$ cat src/csel_pkg.sv
// Constants, field layouts and helpers for the status and event logic.
// Assumes a single 20 MHz system clock and a synchronous active-high reset.
package csel_pkg;

  // Clock period and event-pulse time, both in nanoseconds.
  localparam int CLK_PERIOD_NS = 50;
  localparam int EVENT_PULSE_TIME_NS = 1000;
  localparam int EVENT_PULSE_CYCLES = (EVENT_PULSE_TIME_NS + CLK_PERIOD_NS - 1) / CLK_PERIOD_NS;

  // Battery-presence debounce time, in nanoseconds.
  localparam int BAT_DEBOUNCE_TIME_NS = 100000;
  localparam int BAT_DEBOUNCE_CYCLES = (BAT_DEBOUNCE_TIME_NS + CLK_PERIOD_NS - 1) / CLK_PERIOD_NS;

  // Charge and boost state encodings of the state field.
  localparam logic [3:0] ST_OFF = 4'h0;
  localparam logic [3:0] ST_WAIT = 4'h1;
  localparam logic [3:0] ST_SAFE = 4'h2;
  localparam logic [3:0] ST_VOLTAGE = 4'h5;
  localparam logic [3:0] ST_DONE = 4'h6;
  localparam logic [3:0] ST_DPP = 4'h7;
  localparam logic [3:0] ST_WEAK_WAIT = 4'h8;
  localparam logic [3:0] ST_WEAK_SAFE = 4'h9;
  localparam logic [3:0] ST_WEAK_CHARGE = 4'hA;
  localparam logic [3:0] ST_FAULT = 4'hB;
  localparam logic [3:0] ST_BOOST_SETUP = 4'hC;
  localparam logic [3:0] ST_BOOST_CONFIGURED = 4'hD;
  localparam logic [3:0] ST_BOOST_FAULT = 4'hF;

  // First control register fields and reset value.
  localparam int C1_SOFT_RESET = 7;
  localparam int C1_HOST_BOOST_EN = 5;
  localparam int C1_FACTORY_SEL = 4;
  localparam int C1_DOWNSTREAM_CFG = 2;
  localparam int C1_TIMER_RESET = 1;
  localparam int C1_IRQ_BLOCK = 0;
  localparam logic [7:0] C1_RESET = 8'h55;

  // Second control register fields and reset value.
  localparam int C2_SUPPLY_ROUTE = 5;
  localparam int C2_TRANS_EN = 4;
  localparam logic [7:0] C2_RESET = 8'h16;

  // Interrupt register bit positions.
  localparam int TI_VBUS_OK = 0;
  localparam int C1I_BUCK_OVP = 1;
  localparam int C1I_VIN_HI = 3;
  localparam int C1I_VIN_LO = 4;
  localparam int BI_BAT_RANGE = 0;
  localparam int BI_OVERVOLTAGE = 1;
  localparam int BI_OVERCURRENT = 2;
  localparam int BI_OVERLOAD = 3;

  // Input comparator view bit positions.
  localparam int VS_VCHGDET = 2;
  localparam int VS_VINDET = 3;
  localparam int VS_VBUSUV = 4;
  localparam int VS_BOOST_OVERVOLTAGE_FLAG = 5;
  localparam int VS_VINOVLO = 7;

  localparam logic [7:0] REG_CLEAR = 8'h00;

  function automatic logic is_boost_state(input logic [3:0] st);
    return st[3] & st[2];
  endfunction

  // Active states and wait, but not weak wait, keep the status pin low.
  function automatic logic is_flag_low_state(input logic [3:0] st);
    return (st >= ST_WAIT && st <= ST_VOLTAGE) || st == ST_WEAK_SAFE || st == ST_WEAK_CHARGE;
  endfunction

  function automatic logic is_charging_state(input logic [3:0] st);
    return (st >= ST_SAFE && st <= ST_VOLTAGE) || st == ST_WEAK_SAFE || st == ST_WEAK_CHARGE;
  endfunction

endpackage

$ cat src/csel_flag_if.sv
// Carrier between the event logic and the status pin pulser.
// Assumes both ends run on the same system clock.
`timescale 1ns/1ps
interface csel_flag_if;
  logic fire;
  logic stable_low;
  logic busy;
  logic pin_low;
  modport ctrl (output fire, output stable_low, input busy, input pin_low);
  modport pulser (input fire, input stable_low, output busy, output pin_low);
endinterface

$ cat src/csel_flag_pulser.sv
// Drives the open-drain status pin: stable level plus inverted event pulses.
// Assumes fire is a one-cycle pulse from logic on the same clock.
`timescale 1ns/1ps
module csel_flag_pulser #(
  parameter int PULSE_CYCLES = csel_pkg::EVENT_PULSE_CYCLES
) (
  input wire logic clk, // System clock.
  input wire logic sys_rst, // Synchronous reset, active high.
  csel_flag_if.pulser flag // Pulse request and pin level.
);
  localparam int CW = $clog2(PULSE_CYCLES + 1);

  initial begin
    if (PULSE_CYCLES < 1) begin
      $error("PULSE_CYCLES must be at least one");
    end
  end

  logic [CW-1:0] count_ff;
  logic pin_low_ff;

  always_ff @(posedge clk) begin
    if (sys_rst) begin
      count_ff <= '0;
    end else if (flag.fire && count_ff == '0) begin
      count_ff <= CW'(PULSE_CYCLES);
    end else if (count_ff != '0) begin
      count_ff <= count_ff - 1'b1;
    end
  end

  // The pulse is the inverse of the stable level, so the processor sees an edge either way.
  always_ff @(posedge clk) begin
    if (sys_rst) begin
      pin_low_ff <= 1'b0;
    end else if (count_ff > CW'(1) || (flag.fire && count_ff == '0)) begin
      pin_low_ff <= ~flag.stable_low;
    end else begin
      pin_low_ff <= flag.stable_low;
    end
  end

  assign flag.busy = (count_ff != '0);
  assign flag.pin_low = pin_low_ff;
endmodule

$ cat src/csel_status_event.sv
// Status, flag and status pin logic of a charger with a boost mode.
// Assumes state and timer pulses come from clk logic; comparator and
// select pins are asynchronous and synchronised here.
`timescale 1ns/1ps
// Function
// - Supply on only above undervoltage with enable bit set.
// - Pin low in active states and wait (not weak wait), else high.
// - State field tracks state; each change is an event.
// - Four-bit state field; boost uses 1100, 1101, 1111.
// - Switch presence sampled in off, shown from wait.
// - Summary bits from the status and fault flag registers.
// - Unmasked events pulse the pin against its stable level.
// - State changes and flag bits are sources with own masks.
// - Global block bit suppresses all pin requests.
// - Block bit resets to 1; writing 0 enables.
// - Flags clear on read, set on their active transition.
// - One pulse until all flag registers are clear.
// - Comparator views are live, never latched.
// - Debounced battery removal while charging ends charge.
// - Factory mode when select pin equals select bit.
// - Factory mode locks weak wait, current loops off.
// - Boost starts on request pin or enable bit.
// - Downstream bit 0 precharges, 1 soft-starts the switch.
// - Boost overvoltage stops converter, sets its flag.
// - Output overcurrent opens switch, stops converter, sets flag.
// - Unconfigured boost overload sets the overload flag.
// - Battery out of range stops boost until request toggles.
// - Boost keeps only status and boost flags active.
// - Boost: pin high, low event pulses.
module csel_status_event #(
  parameter int PULSE_CYCLES = csel_pkg::EVENT_PULSE_CYCLES,
  parameter int DEBOUNCE_CYCLES = csel_pkg::BAT_DEBOUNCE_CYCLES
) (
  input wire logic clk, // System clock, 20 MHz.
  input wire logic sys_rst, // Synchronous reset, active high.
  input wire logic [3:0] charge_state, // Present state.
  input wire logic [7:0] vin_cmp, // Input comparator pins.
  input wire logic [7:0] bat_cmp, // Battery comparators; bit 0 overvoltage.
  input wire logic [3:0] temp_cmp, // Thermal comparators: warn, m1, m2, shutdown.
  input wire logic [3:0] boost_cmp, // Boost comparators, flag bit order.
  input wire logic bat_present_pin, // Battery presence comparator pin.
  input wire logic batfet_pin, // Battery switch presence pin.
  input wire logic factory_select_pin, // Factory select pin.
  input wire logic host_boost_pin, // Host boost request pin.
  input wire logic [2:0] timer_expire, // Pulses: charge, usb, watchdog timeouts.
  input wire logic first_control_reg_wr, // First register write strobe.
  input wire logic second_control_reg_wr, // Second register write strobe.
  input wire logic [7:0] ctrl_wdata, // Control write data.
  input wire logic [7:0] temp_input_irq_mask, // Mask, 1 suppresses.
  input wire logic [7:0] charger_mask_a, // Mask, 1 suppresses.
  input wire logic [7:0] charger_mask_b, // Mask, 1 suppresses.
  input wire logic [7:0] boost_irq_mask, // Mask, 1 suppresses.
  input wire logic state_change_mask, // Mask for state change events.
  input wire logic rd_temp_input_irq, // Read pulse, clears the flags.
  input wire logic rd_charger_irq_a, // Read pulse, clears the flags.
  input wire logic rd_charger_irq_b, // Read pulse, clears the flags.
  input wire logic rd_boost_irq, // Read pulse, clears the flags.
  output logic [7:0] status_reg, // State, switch presence, summary bits.
  output logic [7:0] first_control_reg, // First control register.
  output logic [7:0] second_control_reg, // Second control register.
  output logic [7:0] temp_input_irq_reg, // Temperature and input flags.
  output logic [7:0] charger_irq_reg_a, // Charger flags a.
  output logic [7:0] charger_irq_reg_b, // Charger flags b.
  output logic [7:0] boost_irq_reg, // Boost flags.
  output logic [7:0] input_compare_view, // Live input comparators.
  output logic [7:0] battery_compare_view, // Live battery comparators.
  output logic [7:0] thermal_compare_view, // Live thermal comparators.
  output logic trans_supply_en, // Transceiver supply enable.
  output logic factory_mode_active, // Factory mode.
  output logic loops_disable, // Current regulation loops off.
  output logic end_charge_req, // End-of-charge request.
  output logic boost_run, // Boost converter running.
  output logic precharge_en, // Input node precharge source on.
  output logic input_switch_en, // Input switch on.
  output logic input_switch_softstart, // Input switch soft-start.
  output logic flag_pin_out, // Pin drive value, always low.
  output logic flag_pin_oe // Status pin enable, high while pulling low.
);
  localparam int SW = 28;
  localparam int DW = $clog2(DEBOUNCE_CYCLES + 1);

  initial begin
    if (DEBOUNCE_CYCLES < 1) begin
      $error("DEBOUNCE_CYCLES must be at least one");
    end
  end

  // All pins pass two flip-flops; edges compare the second stage with a third.
  logic [SW-1:0] sync1_ff;
  logic [SW-1:0] sync2_ff;
  logic [SW-1:0] prev_ff;
  always_ff @(posedge clk) begin
    if (sys_rst) begin
      sync1_ff <= '0;
      sync2_ff <= '0;
      prev_ff <= '0;
    end else begin
      sync1_ff <= {host_boost_pin, factory_select_pin, batfet_pin, bat_present_pin,
                   boost_cmp, temp_cmp, bat_cmp, vin_cmp};
      sync2_ff <= sync1_ff;
      prev_ff <= sync2_ff;
    end
  end

  logic [7:0] vin_s;
  logic [7:0] bat_s;
  logic [3:0] temp_s;
  logic [3:0] bst_s;
  logic bat_present_s;
  logic batfet_s;
  logic factory_pin_s;
  logic boost_pin_s;
  assign vin_s = sync2_ff[7:0];
  assign bat_s = sync2_ff[15:8];
  assign temp_s = sync2_ff[19:16];
  assign bst_s = sync2_ff[23:20];
  assign bat_present_s = sync2_ff[24];
  assign batfet_s = sync2_ff[25];
  assign factory_pin_s = sync2_ff[26];
  assign boost_pin_s = sync2_ff[27];

  // Control registers; the soft reset bit restores both.
  logic [7:0] first_control_reg_ff;
  logic [7:0] second_control_reg_ff;
  always_ff @(posedge clk) begin
    if (sys_rst || (first_control_reg_wr && ctrl_wdata[csel_pkg::C1_SOFT_RESET])) begin
      first_control_reg_ff <= csel_pkg::C1_RESET;
    end else if (first_control_reg_wr) begin
      first_control_reg_ff <= ctrl_wdata;
      first_control_reg_ff[csel_pkg::C1_TIMER_RESET] <= 1'b0;
    end
  end

  always_ff @(posedge clk) begin
    if (sys_rst || (first_control_reg_wr && ctrl_wdata[csel_pkg::C1_SOFT_RESET])) begin
      second_control_reg_ff <= csel_pkg::C2_RESET;
    end else if (second_control_reg_wr) begin
      second_control_reg_ff <= ctrl_wdata;
      second_control_reg_ff[3] <= 1'b0;
    end
  end

  logic [3:0] state_ff;
  logic boost_mode;
  assign boost_mode = csel_pkg::is_boost_state(charge_state);

  // Dual-edge flags set on any change, single-edge ones on a rise.
  logic [7:0] ti_evt;
  logic [7:0] c1_evt;
  logic [7:0] c2_evt;
  logic [7:0] bi_evt;
  logic vbus_ok;
  logic vbus_ok_prev;
  logic vin_lo;
  logic vin_lo_prev;
  assign vbus_ok = ~vin_s[csel_pkg::VS_VBUSUV] & ~vin_s[csel_pkg::VS_BOOST_OVERVOLTAGE_FLAG];
  assign vbus_ok_prev = ~prev_ff[csel_pkg::VS_VBUSUV] & ~prev_ff[csel_pkg::VS_BOOST_OVERVOLTAGE_FLAG];
  assign vin_lo = vin_s[csel_pkg::VS_VCHGDET] & ~vin_s[csel_pkg::VS_VINDET];
  assign vin_lo_prev = prev_ff[csel_pkg::VS_VCHGDET] & ~prev_ff[csel_pkg::VS_VINDET];

  always_comb begin
    ti_evt = 8'h00;
    ti_evt[5:2] = temp_s ^ prev_ff[19:16];
    ti_evt[csel_pkg::TI_VBUS_OK] = (vbus_ok ^ vbus_ok_prev) & ~boost_mode;
    c1_evt = 8'h00;
    c1_evt[csel_pkg::C1I_VIN_LO] = vin_lo ^ vin_lo_prev;
    c1_evt[csel_pkg::C1I_VIN_HI] = vin_s[csel_pkg::VS_VINOVLO] ^ prev_ff[csel_pkg::VS_VINOVLO];
    c1_evt[csel_pkg::C1I_BUCK_OVP] = bat_s[0] ^ prev_ff[8];
    c2_evt = 8'h00;
    c2_evt[3:1] = timer_expire;
    bi_evt = 8'h00;
    bi_evt[csel_pkg::BI_BAT_RANGE] = bst_s[0] ^ prev_ff[20];
    bi_evt[csel_pkg::BI_OVERVOLTAGE] = bst_s[1] ^ prev_ff[21];
    bi_evt[csel_pkg::BI_OVERCURRENT] = bst_s[2] & ~prev_ff[22];
    bi_evt[csel_pkg::BI_OVERLOAD] = (bst_s[3] ^ prev_ff[23]) & ~first_control_reg_ff[csel_pkg::C1_DOWNSTREAM_CFG];
  end

  // Flags: a set beats a coincident read clear.
  logic [7:0] ti_ff;
  logic [7:0] c1_ff;
  logic [7:0] c2_ff;
  logic [7:0] bi_ff;
  always_ff @(posedge clk) begin
    if (sys_rst) begin
      ti_ff <= csel_pkg::REG_CLEAR;
    end else begin
      ti_ff <= (ti_ff & ~{8{rd_temp_input_irq}}) | ti_evt;
    end
  end

  always_ff @(posedge clk) begin
    if (sys_rst || boost_mode) begin
      c1_ff <= csel_pkg::REG_CLEAR;
      c2_ff <= csel_pkg::REG_CLEAR;
    end else begin
      c1_ff <= (c1_ff & ~{8{rd_charger_irq_a}}) | c1_evt;
      c2_ff <= (c2_ff & ~{8{rd_charger_irq_b}}) | c2_evt;
    end
  end

  always_ff @(posedge clk) begin
    if (sys_rst || !boost_mode) begin
      bi_ff <= csel_pkg::REG_CLEAR;
    end else begin
      bi_ff <= (bi_ff & ~{8{rd_boost_irq}}) | bi_evt;
    end
  end

  // State change detection.
  logic state_evt;
  assign state_evt = (charge_state != state_ff);
  always_ff @(posedge clk) begin
    if (sys_rst) begin
      state_ff <= csel_pkg::ST_OFF;
    end else begin
      state_ff <= charge_state;
    end
  end

  // Switch presence is caught in off and shown from wait onward.
  logic batfet_ff;
  always_ff @(posedge clk) begin
    if (sys_rst) begin
      batfet_ff <= 1'b0;
    end else if (charge_state == csel_pkg::ST_OFF) begin
      batfet_ff <= batfet_s;
    end
  end

  logic any_pending;
  logic unmasked_evt;
  assign any_pending = (|ti_ff) | (|c1_ff) | (|c2_ff) | (|bi_ff);
  assign unmasked_evt = (state_evt & ~state_change_mask)
                      | (|(ti_evt & ~temp_input_irq_mask))
                      | (|(c1_evt & ~charger_mask_a) & ~boost_mode)
                      | (|(c2_evt & ~charger_mask_b) & ~boost_mode)
                      | (|(bi_evt & ~boost_irq_mask) & boost_mode);

  // One pulse per burst: rearmed only once every flag register reads back empty.
  logic armed_ff;
  logic fire;
  csel_flag_if flag_bus ();
  assign fire = armed_ff & unmasked_evt & ~first_control_reg_ff[csel_pkg::C1_IRQ_BLOCK];
  always_ff @(posedge clk) begin
    if (sys_rst) begin
      armed_ff <= 1'b1;
    end else if (fire) begin
      armed_ff <= 1'b0;
    end else if (!any_pending && !flag_bus.busy) begin
      armed_ff <= 1'b1;
    end
  end

  assign flag_bus.fire = fire;
  assign flag_bus.stable_low = csel_pkg::is_flag_low_state(charge_state) & ~boost_mode;

  csel_flag_pulser #(
    .PULSE_CYCLES(PULSE_CYCLES)
  ) u_pulser (
    .clk(clk),
    .sys_rst(sys_rst),
    .flag(flag_bus)
  );

  // Removal acts only after the debounce time, bridging bounces.
  logic [DW-1:0] deb_cnt_ff;
  logic bat_deb_ff;
  always_ff @(posedge clk) begin
    if (sys_rst) begin
      deb_cnt_ff <= '0;
      bat_deb_ff <= 1'b1;
    end else if (bat_present_s == bat_deb_ff) begin
      deb_cnt_ff <= '0;
    end else if (deb_cnt_ff == DW'(DEBOUNCE_CYCLES - 1)) begin
      deb_cnt_ff <= '0;
      bat_deb_ff <= bat_present_s;
    end else begin
      deb_cnt_ff <= deb_cnt_ff + 1'b1;
    end
  end

  // Boost request, fault lockout and start-up path.
  logic boost_req;
  logic boost_req_prev_ff;
  logic lockout_ff;
  logic boost_fault;
  assign boost_req = boost_pin_s | first_control_reg_ff[csel_pkg::C1_HOST_BOOST_EN];
  assign boost_fault = boost_mode & (bst_s[0] | bst_s[1] | bst_s[2]);
  always_ff @(posedge clk) begin
    if (sys_rst) begin
      lockout_ff <= 1'b0;
      boost_req_prev_ff <= 1'b0;
    end else begin
      boost_req_prev_ff <= boost_req;
      if (boost_fault) begin
        lockout_ff <= 1'b1;
      end else if (!boost_req) begin
        lockout_ff <= 1'b0;
      end
    end
  end

  // Registered outputs.
  logic factory_mode;
  logic input_low;
  assign factory_mode = (factory_pin_s == first_control_reg_ff[csel_pkg::C1_FACTORY_SEL]);
  assign input_low = vin_s[csel_pkg::VS_VBUSUV];

  always_ff @(posedge clk) begin
    if (sys_rst) begin
      trans_supply_en <= 1'b0;
      factory_mode_active <= 1'b0;
      loops_disable <= 1'b0;
      end_charge_req <= 1'b0;
    end else begin
      trans_supply_en <= ~input_low & second_control_reg_ff[csel_pkg::C2_TRANS_EN];
      factory_mode_active <= factory_mode;
      loops_disable <= factory_mode;
      end_charge_req <= ~bat_deb_ff & batfet_ff & second_control_reg_ff[csel_pkg::C2_SUPPLY_ROUTE]
                        & csel_pkg::is_charging_state(charge_state);
    end
  end

  logic run;
  assign run = boost_req & ~lockout_ff & ~boost_fault & ~factory_mode;
  always_ff @(posedge clk) begin
    if (sys_rst) begin
      boost_run <= 1'b0;
      precharge_en <= 1'b0;
      input_switch_en <= 1'b0;
      input_switch_softstart <= 1'b0;
    end else begin
      boost_run <= run;
      precharge_en <= run & ~first_control_reg_ff[csel_pkg::C1_DOWNSTREAM_CFG];
      input_switch_en <= run & first_control_reg_ff[csel_pkg::C1_DOWNSTREAM_CFG];
      input_switch_softstart <= run & first_control_reg_ff[csel_pkg::C1_DOWNSTREAM_CFG]
                                & ~boost_req_prev_ff;
    end
  end

  // Views; comparators one flop behind the synchroniser, never held.
  always_ff @(posedge clk) begin
    if (sys_rst) begin
      status_reg <= 8'h00;
      temp_input_irq_reg <= 8'h00;
      charger_irq_reg_a <= 8'h00;
      charger_irq_reg_b <= 8'h00;
      boost_irq_reg <= 8'h00;
      input_compare_view <= 8'h00;
      battery_compare_view <= 8'h00;
      thermal_compare_view <= 8'h00;
      first_control_reg <= csel_pkg::C1_RESET;
      second_control_reg <= csel_pkg::C2_RESET;
      flag_pin_oe <= 1'b0;
    end else begin
      status_reg <= {charge_state, batfet_ff & (charge_state != csel_pkg::ST_OFF), 1'b0,
                     |ti_ff, (|c1_ff) | (|c2_ff) | (|bi_ff)};
      temp_input_irq_reg <= ti_ff;
      charger_irq_reg_a <= {c1_ff[7:1], |c2_ff[7:1]};
      charger_irq_reg_b <= {c2_ff[7:1], |c1_ff[7:1]};
      boost_irq_reg <= bi_ff;
      input_compare_view <= vin_s & 8'hBC;
      battery_compare_view <= bat_s;
      thermal_compare_view <= {4'h0, temp_s};
      first_control_reg <= first_control_reg_ff;
      second_control_reg <= second_control_reg_ff;
      flag_pin_oe <= flag_bus.pin_low;
    end
  end

  assign flag_pin_out = 1'b0;
endmodule

$ cat config.mk
export PLATFORM = sky130hd
export DESIGN_NAME = csel_status_event
export DESIGN_NICKNAME = d
export VERILOG_FILES = /design/src/csel_pkg.sv /design/src/csel_flag_if.sv /design/src/csel_flag_pulser.sv /design/src/csel_status_event.sv
export SDC_FILE = /design/constraint.sdc
export NUM_CORES = 1
export LEC_CHECK = 0
export BUFFER_PORTS_ARGS = -buffer_cell sky130_fd_sc_hd__buf_4
export CAP_MARGIN = 15
export CORE_ASPECT_RATIO = 1.25
export CORE_MARGIN = 1
export CORE_UTILIZATION = 30
export CTS_CLUSTER_DIAMETER = 80
export DETAILED_ROUTE_END_ITERATION = 7
export SETUP_SLACK_MARGIN = 0.2
export SLEW_MARGIN = 30
export SYNTH_ARGS = -nofsm -noshare
export SYNTH_HDL_FRONTEND = slang
export SYNTH_SLANG_ARGS = --single-unit
$ cat constraint.sdc
create_clock -name clk -period 1.9 [get_ports clk]
set_input_delay 0 -clock clk [delete_from_list [all_inputs] [get_ports clk]]
set_output_delay 0 -clock clk [all_outputs]
set_load 0.1 [all_outputs]
# == Word-level counts from Yosys, hierarchy flattened ==
# Cells that the tools add are included.
# classes
reduce_logical,35
n_addsub,2
eq_ne,7
muxes,7
magnitude_cmp,4
n_bitwise,85
# ops
operator,n
8-bit inverter,8
8-bit OR reduction,8
8-bit bitwise AND,4
1-bit bitwise AND,27
1-bit inverter,18
4-bit by 8-bit bitwise AND with 8-bit output,2
8-bit by 4-bit OR with 8-bit output,2
7-bit OR reduction,2
1-bit OR,12
11-bit by 1-bit adder with 11-bit output (second input constant),1
11-bit equality test (second input constant),1
5-bit two-way mux,2
5-bit by 8-bit bitwise AND with 8-bit output,1
6-bit by 8-bit bitwise AND with 8-bit output,1
4-bit equality test (second input constant),2
1-bit logical OR,8
8-bit by 5-bit OR with 8-bit output,1
8-bit by 6-bit OR with 8-bit output,1
1-bit bitwise XOR,7
5-bit by 1-bit > comparator with 1-bit output (second input constant),1
1-bit logical AND,5
5-bit logical NOT,1
1-bit two-way mux,5
5-bit nonzero test,1
15 further kinds,19
# word_totals
output_inout_bits,90
word_cells,180
inputBits,84
reg_bits,238

# == Depth between registers and ports, before layout ==
# depth
word_depth,15
depth_mapped,7
mapped_depth_nobuf,6

# == Cells and area by module ==
# From an unflattened synthesis, not the netlist that was laid out.
# hier_totals
cells_unflattened,615
hier_area_um2,6623.9
# by_module_without_submodules
module,seq_area_each_um2,cells_each,instances,area_per_inst_um2
csel_status_event,3883.7,581,1,6293.5
csel_flag_pulser,120.1,34,1,330.3

# == Least setup slack after synthesis ==
# OpenSTA, ideal clock, no wires.
# synth_path
path_kind,reg-to-reg
startpoint,register state_ff[2]
endpoint,register u_pulser.count_ff[2]
t_required_ps,1775
slack_ps,-189
stages_incl_launch_ff,6
arrival_time_ps,1964
synth_period_minus_slack_ps,2089
n_path_buf,0
setup_ps,125
path_cell_list,dfxtp_1 > xnor2_1 > a41oi_1 > nor3_1 > a21boi_2 > o41a_1
# synth_via
elab_chain_len,10
elab_cells_between_ends,11
classes_between,eq/ne: 1; mux: 1; bitwise: 7; reduce/logical: 2
# synth_rtl
item,line_no,rtl
from (decl),csel_status_event.sv:143,logic [3:0] state_ff;
from (signal assigned),csel_status_event.sv:214,state_ff <= csel_pkg::ST_OFF;
from (signal assigned),csel_status_event.sv:216,state_ff <= charge_state;
4-bit inequality test (*),csel_status_event.sv:211,assign state_evt = (charge_state != state_ff);
1-bit bitwise AND (*),csel_status_event.sv:233,assign unmasked_evt = (state_evt & ~state_change_mask)
1-bit OR (*),csel_status_event.sv:234,| (|(ti_evt & ~temp_input_irq_mask))
1-bit OR (*),csel_status_event.sv:235,| (|(c1_evt & ~charger_mask_a) & ~boost_mode)
1-bit OR (*),csel_status_event.sv:236,| (|(c2_evt & ~charger_mask_b) & ~boost_mode)
1-bit OR (*),csel_status_event.sv:237,| (|(bi_evt & ~boost_irq_mask) & boost_mode);
1-bit bitwise AND (*) (2 in series),csel_status_event.sv:243,assign fire = armed_ff & unmasked_evt & ~first_control_reg_ff[csel_pkg::C1_IRQ_BLOCK];
1-bit logical AND (*),csel_flag_pulser.sv:25,end else if (flag.fire && count_ff == '0) begin
5-bit two-way mux or 2-bit nonzero test (tied branches),n/a,
to (signal assigned),csel_flag_pulser.sv:26,count_ff <= CW'(PULSE_CYCLES);
to (signal assigned),csel_flag_pulser.sv:28,count_ff <= count_ff - 1'b1;
to (decl),csel_flag_pulser.sv:19,logic [CW-1:0] count_ff;
# Every way passes the cells marked *; elsewhere a longest branch is shown, timed or not.
# A chain may end at the register's enable or synchronous reset.

# == Worst setup path after layout ==
# layout_path
startpoint,input ctrl_wdata[7]
endpoint,register first_control_reg_ff[2]
# layout_via
elab_chain_len,2
# layout_rtl
item,line_no,rtl
from (decl),csel_status_event.sv:48,"input wire logic [7:0] ctrl_wdata,"
1-bit logical AND,csel_status_event.sv:126,if (sys_rst || (first_control_reg_wr && ctrl_wdata[csel_pkg::C1_SOFT_RESET])) begin
1-bit logical OR,csel_status_event.sv:126,
to (signal assigned),csel_status_event.sv:127,first_control_reg_ff <= csel_pkg::C1_RESET;
to (signal assigned),csel_status_event.sv:129,first_control_reg_ff <= ctrl_wdata;
to (decl),csel_status_event.sv:123,logic [7:0] first_control_reg_ff;
# Every way passes these cells.

==> out/results.ini <==
[timing]
tightest_slew_ns = 0.7976
hold_viol = 0
hold_ws_ns = 0.02069
maxSlewHeadroom_pct = 46.83
setup_viol = 0
rsz0062_at_grt = yes
fin_crit_sh_pct = 85.99
fin_ws_ns = 0.2661
finClkSkew_ns = 0.01086
fmax_mhz = 612.0
fin_setup_tns_ns = 0
period_needed_ns = 1.634
maxSlewViolCount = 0

[yosys]
synth_top_area_share_pct = 60.87
yosysMostFrequentCell = dfxtp_1
async_flop_share_pct = 0
synth_enable_flop_cells = 0
synth_simple_gate_area_share_pct = 22.98
ys_dominant_reg_cell = dfxtp_1
synth-seq-cells = 200
synth_fa_ha_area_share_pct = 0.5707
synth_warnings = 0
synth_compound_area_share_pct = 4.299
yosysTopAreaCell = dfxtp_1
synth_common_cells = 200 x dfxtp_1, 122 x nor2b_1, 43 x nor2_1, 29 x buf_4, 24 x xnor2_1
syn_inst = 619
syn-cell-area_mm2 = 0.006578
muxShareOfSynthArea_pct = 2.283
synthTopCellsByArea = dfxtp_1 61%, nor2b_1 12%, buf_4 3.3%
avgSynthCellArea_um2 = 10.63
synth_top_family_by_area = simple AND/OR/NAND/NOR gates
ys_types = 46
synthXorXnorAreaFrac_pct = 3.728
yosysSeqAreaShare_pct = 60.87

[grt]
grt_max_degree = 33
antenna_found_initial = 0
grt_usage_pct = 12.99
grt_overflow = 0
grt_pass1_wl_mm = 22.19
grt_pass1_vias = 4469

[pwr]
powerDensity_mw_per_mm2 = 1039
p_comb_share_pct = 14.7
total_leakage_power_uw = 0.003841
seqPwrFrac_pct = 47.2
peakVddDrop_v = 0.0006258
intPower_uw = 6786
p_total_uw = 9449
switching_share_pct = 28.18
clkPwrFrac_pct = 38.1
p_switching_uw = 2662

[critical_path]
crit_path_top_delay_cell = dlygate4sd3_1
worstPathRequired_ns = 2.22
crit_buf_inv = 4
critPathMaxStageDelay_ns = 0.56
worstPathCellList = dlygate4sd3_1 > buf_4 > a21oi_2 > dlygate4sd3_1 > nand2_1 > dlygate4sd3_1
crit_top_cell = dlygate4sd3_1
worstSetupPathType = in -> reg
cp.arrival_ns = 1.96
crit_family = buffers and inverters
start_kind = primary input
critPathCaptureType = flip-flop
crit_fanout = 3

[route]
ant_nets = 0
wl_per_cell_um = 12.64
dr.pass1.iters = 4
vias = 4588
viasPerCell = 4.163
drt-initial-drc-count = 147
routed_wl_mm = 13.93
drc_errors = 0

[placement]
portBuffers = 142
gp_congestion = 0.7664
dpl.hpwl_mm = 9.888
dp_worst_setup_slack_ns = 0.08218

[cells_and_area]
diodes = 0
nets = 897
fillers = 2062
reg_top3 = sync1_ff: 25 flops, sync2_ff: 25 flops, prev_ff: 21 flops
finish.utilization_pct = 42.20
drive_above_1_share_pct = 26.12
area_growth_pct = 38.22

[clock_network]
numCtsBuffers = 17
root_buffer = clkbuf_16
cts.path.max_buffers = 2
path_clk_slew_ns = 0.08
cts_sinks = 200
h-tree-depth = 4
cts_tree = built
clock_latency_ns = 0.43

[floorplanning]
die-area_mm2 = 0.02253
start_util_pct = 30.53
core_area_mm2 = 0.02155
num_io_pins = 174
row_count = 60
die_h_um = 167.6
die_w_um = 134.4

[status]
status = completed

[worst_hold_path]
hold_class = in -> reg

[flow_run]
maxCapViolCount = 0

worst paths after layout:
kind	slack, ns	endpoint	depth (start not counted)	from
worst max-delay path	0.27	first_control_reg_ff[2]	6	ctrl_wdata[7]
worst min-delay path	0.02	first_control_reg_ff[0]	4	first_control_reg_wr
worst max register to register	0.29	u_pulser.count_ff[4]	6	prev_ff[8]
worst min register to register	0.43	input_switch_softstart	1	boost_req_prev_ff
cell type report:
cell class | count | area [um^2] | share of cell area (%)
multi-input combinational | 369 | 2331 | 25.64
clock inverter | 14 | 161.4 | 1.775
timing repair buffer | 213 | 1758 | 19.34
inverter | 9 | 33.78 | 0.3716
sequential | 200 | 4019 | 44.21
tap | 279 | 349.1 | 3.840
clock buffer | 18 | 439.2 | 4.831
cell usage in the layout, fill, tap and decap left out, types with 8 or more instances in the layout:
| cell | n |
|---|---|
| dfxtp_1 | 196 |
| buf_4 | 153 |
| nor2b_1 | 121 |
| dlygate4sd3_1 | 56 |
| nor2_1 | 41 |
| xnor2_1 | 22 |
| a21oi_1 | 21 |
| and2_1 | 18 |
| nand2_1 | 18 |
| clkbuf_16 | 17 |
| mux2i_1 | 15 |
| conb_1 | 11 |
| nand2b_1 | 10 |
| or2_2 | 9 |
| nand3_1 | 9 |
| inv_1 | 8 |
tightest hold or removal path, stage by stage:
cell	delay, ns
buf_4	0.15
a21oi_2	0.07
buf_4	0.15
nand2_1	0.05
through the flow:
stage               instance area [um^2]  std cells
floorplan                           6630        629
global placement                    7811       1009
detailed placement                  7811       1009
CTS                                 9050       1103
global route                        9091       1102
finish                              9091       1102
cell families (layout without fill, tap and decap cells):
logic type / count (synthesis) / count (layout)
simple gates: 266 / 266
flops: 200 / 200
buf+inv: 60 / 254
compound gates: 46 / 46
xor+xnor: 28 / 28
mux: 15 / 15
fa+ha+maj: 3 / 3
other cells: 1 / 11
what timing repair did:
| item | 4_1_cts | 5_1_grt |
|---|---|---|
| endpoints found under the hold margin | 97 | 0 |
| pin swaps | 1 | 6 |
| hold buffers | 62 | 0 |
| buffers inserted | 0 | 2 |
| resized for setup | 4 | 15 |
| setup endpoints to repair | 3 | 11 |
metal layers:
metal / global-route usage (%) / share of wire (%) / vias to the layer above
met4: 6.937 / 3.1 / 0
li1: - / - / 2348
met2: 23.25 / 51 / 109
met1: 14.15 / 42 / 2104
met3: 2.876 / 3.8 / 27
met5: 0 / 0 / -
power by group through the flow:
stage	clock network, uW	logic (uW)	registers (uW)
final	3600	1390	4460
after global routing	3900	1500	4490
after CTS	3710	1390	4460
after detailed placement	0	1270	4560
after global placement	0	1260	4560
after floorplan	0	660	4840
(Power assumes the default switching activity.)
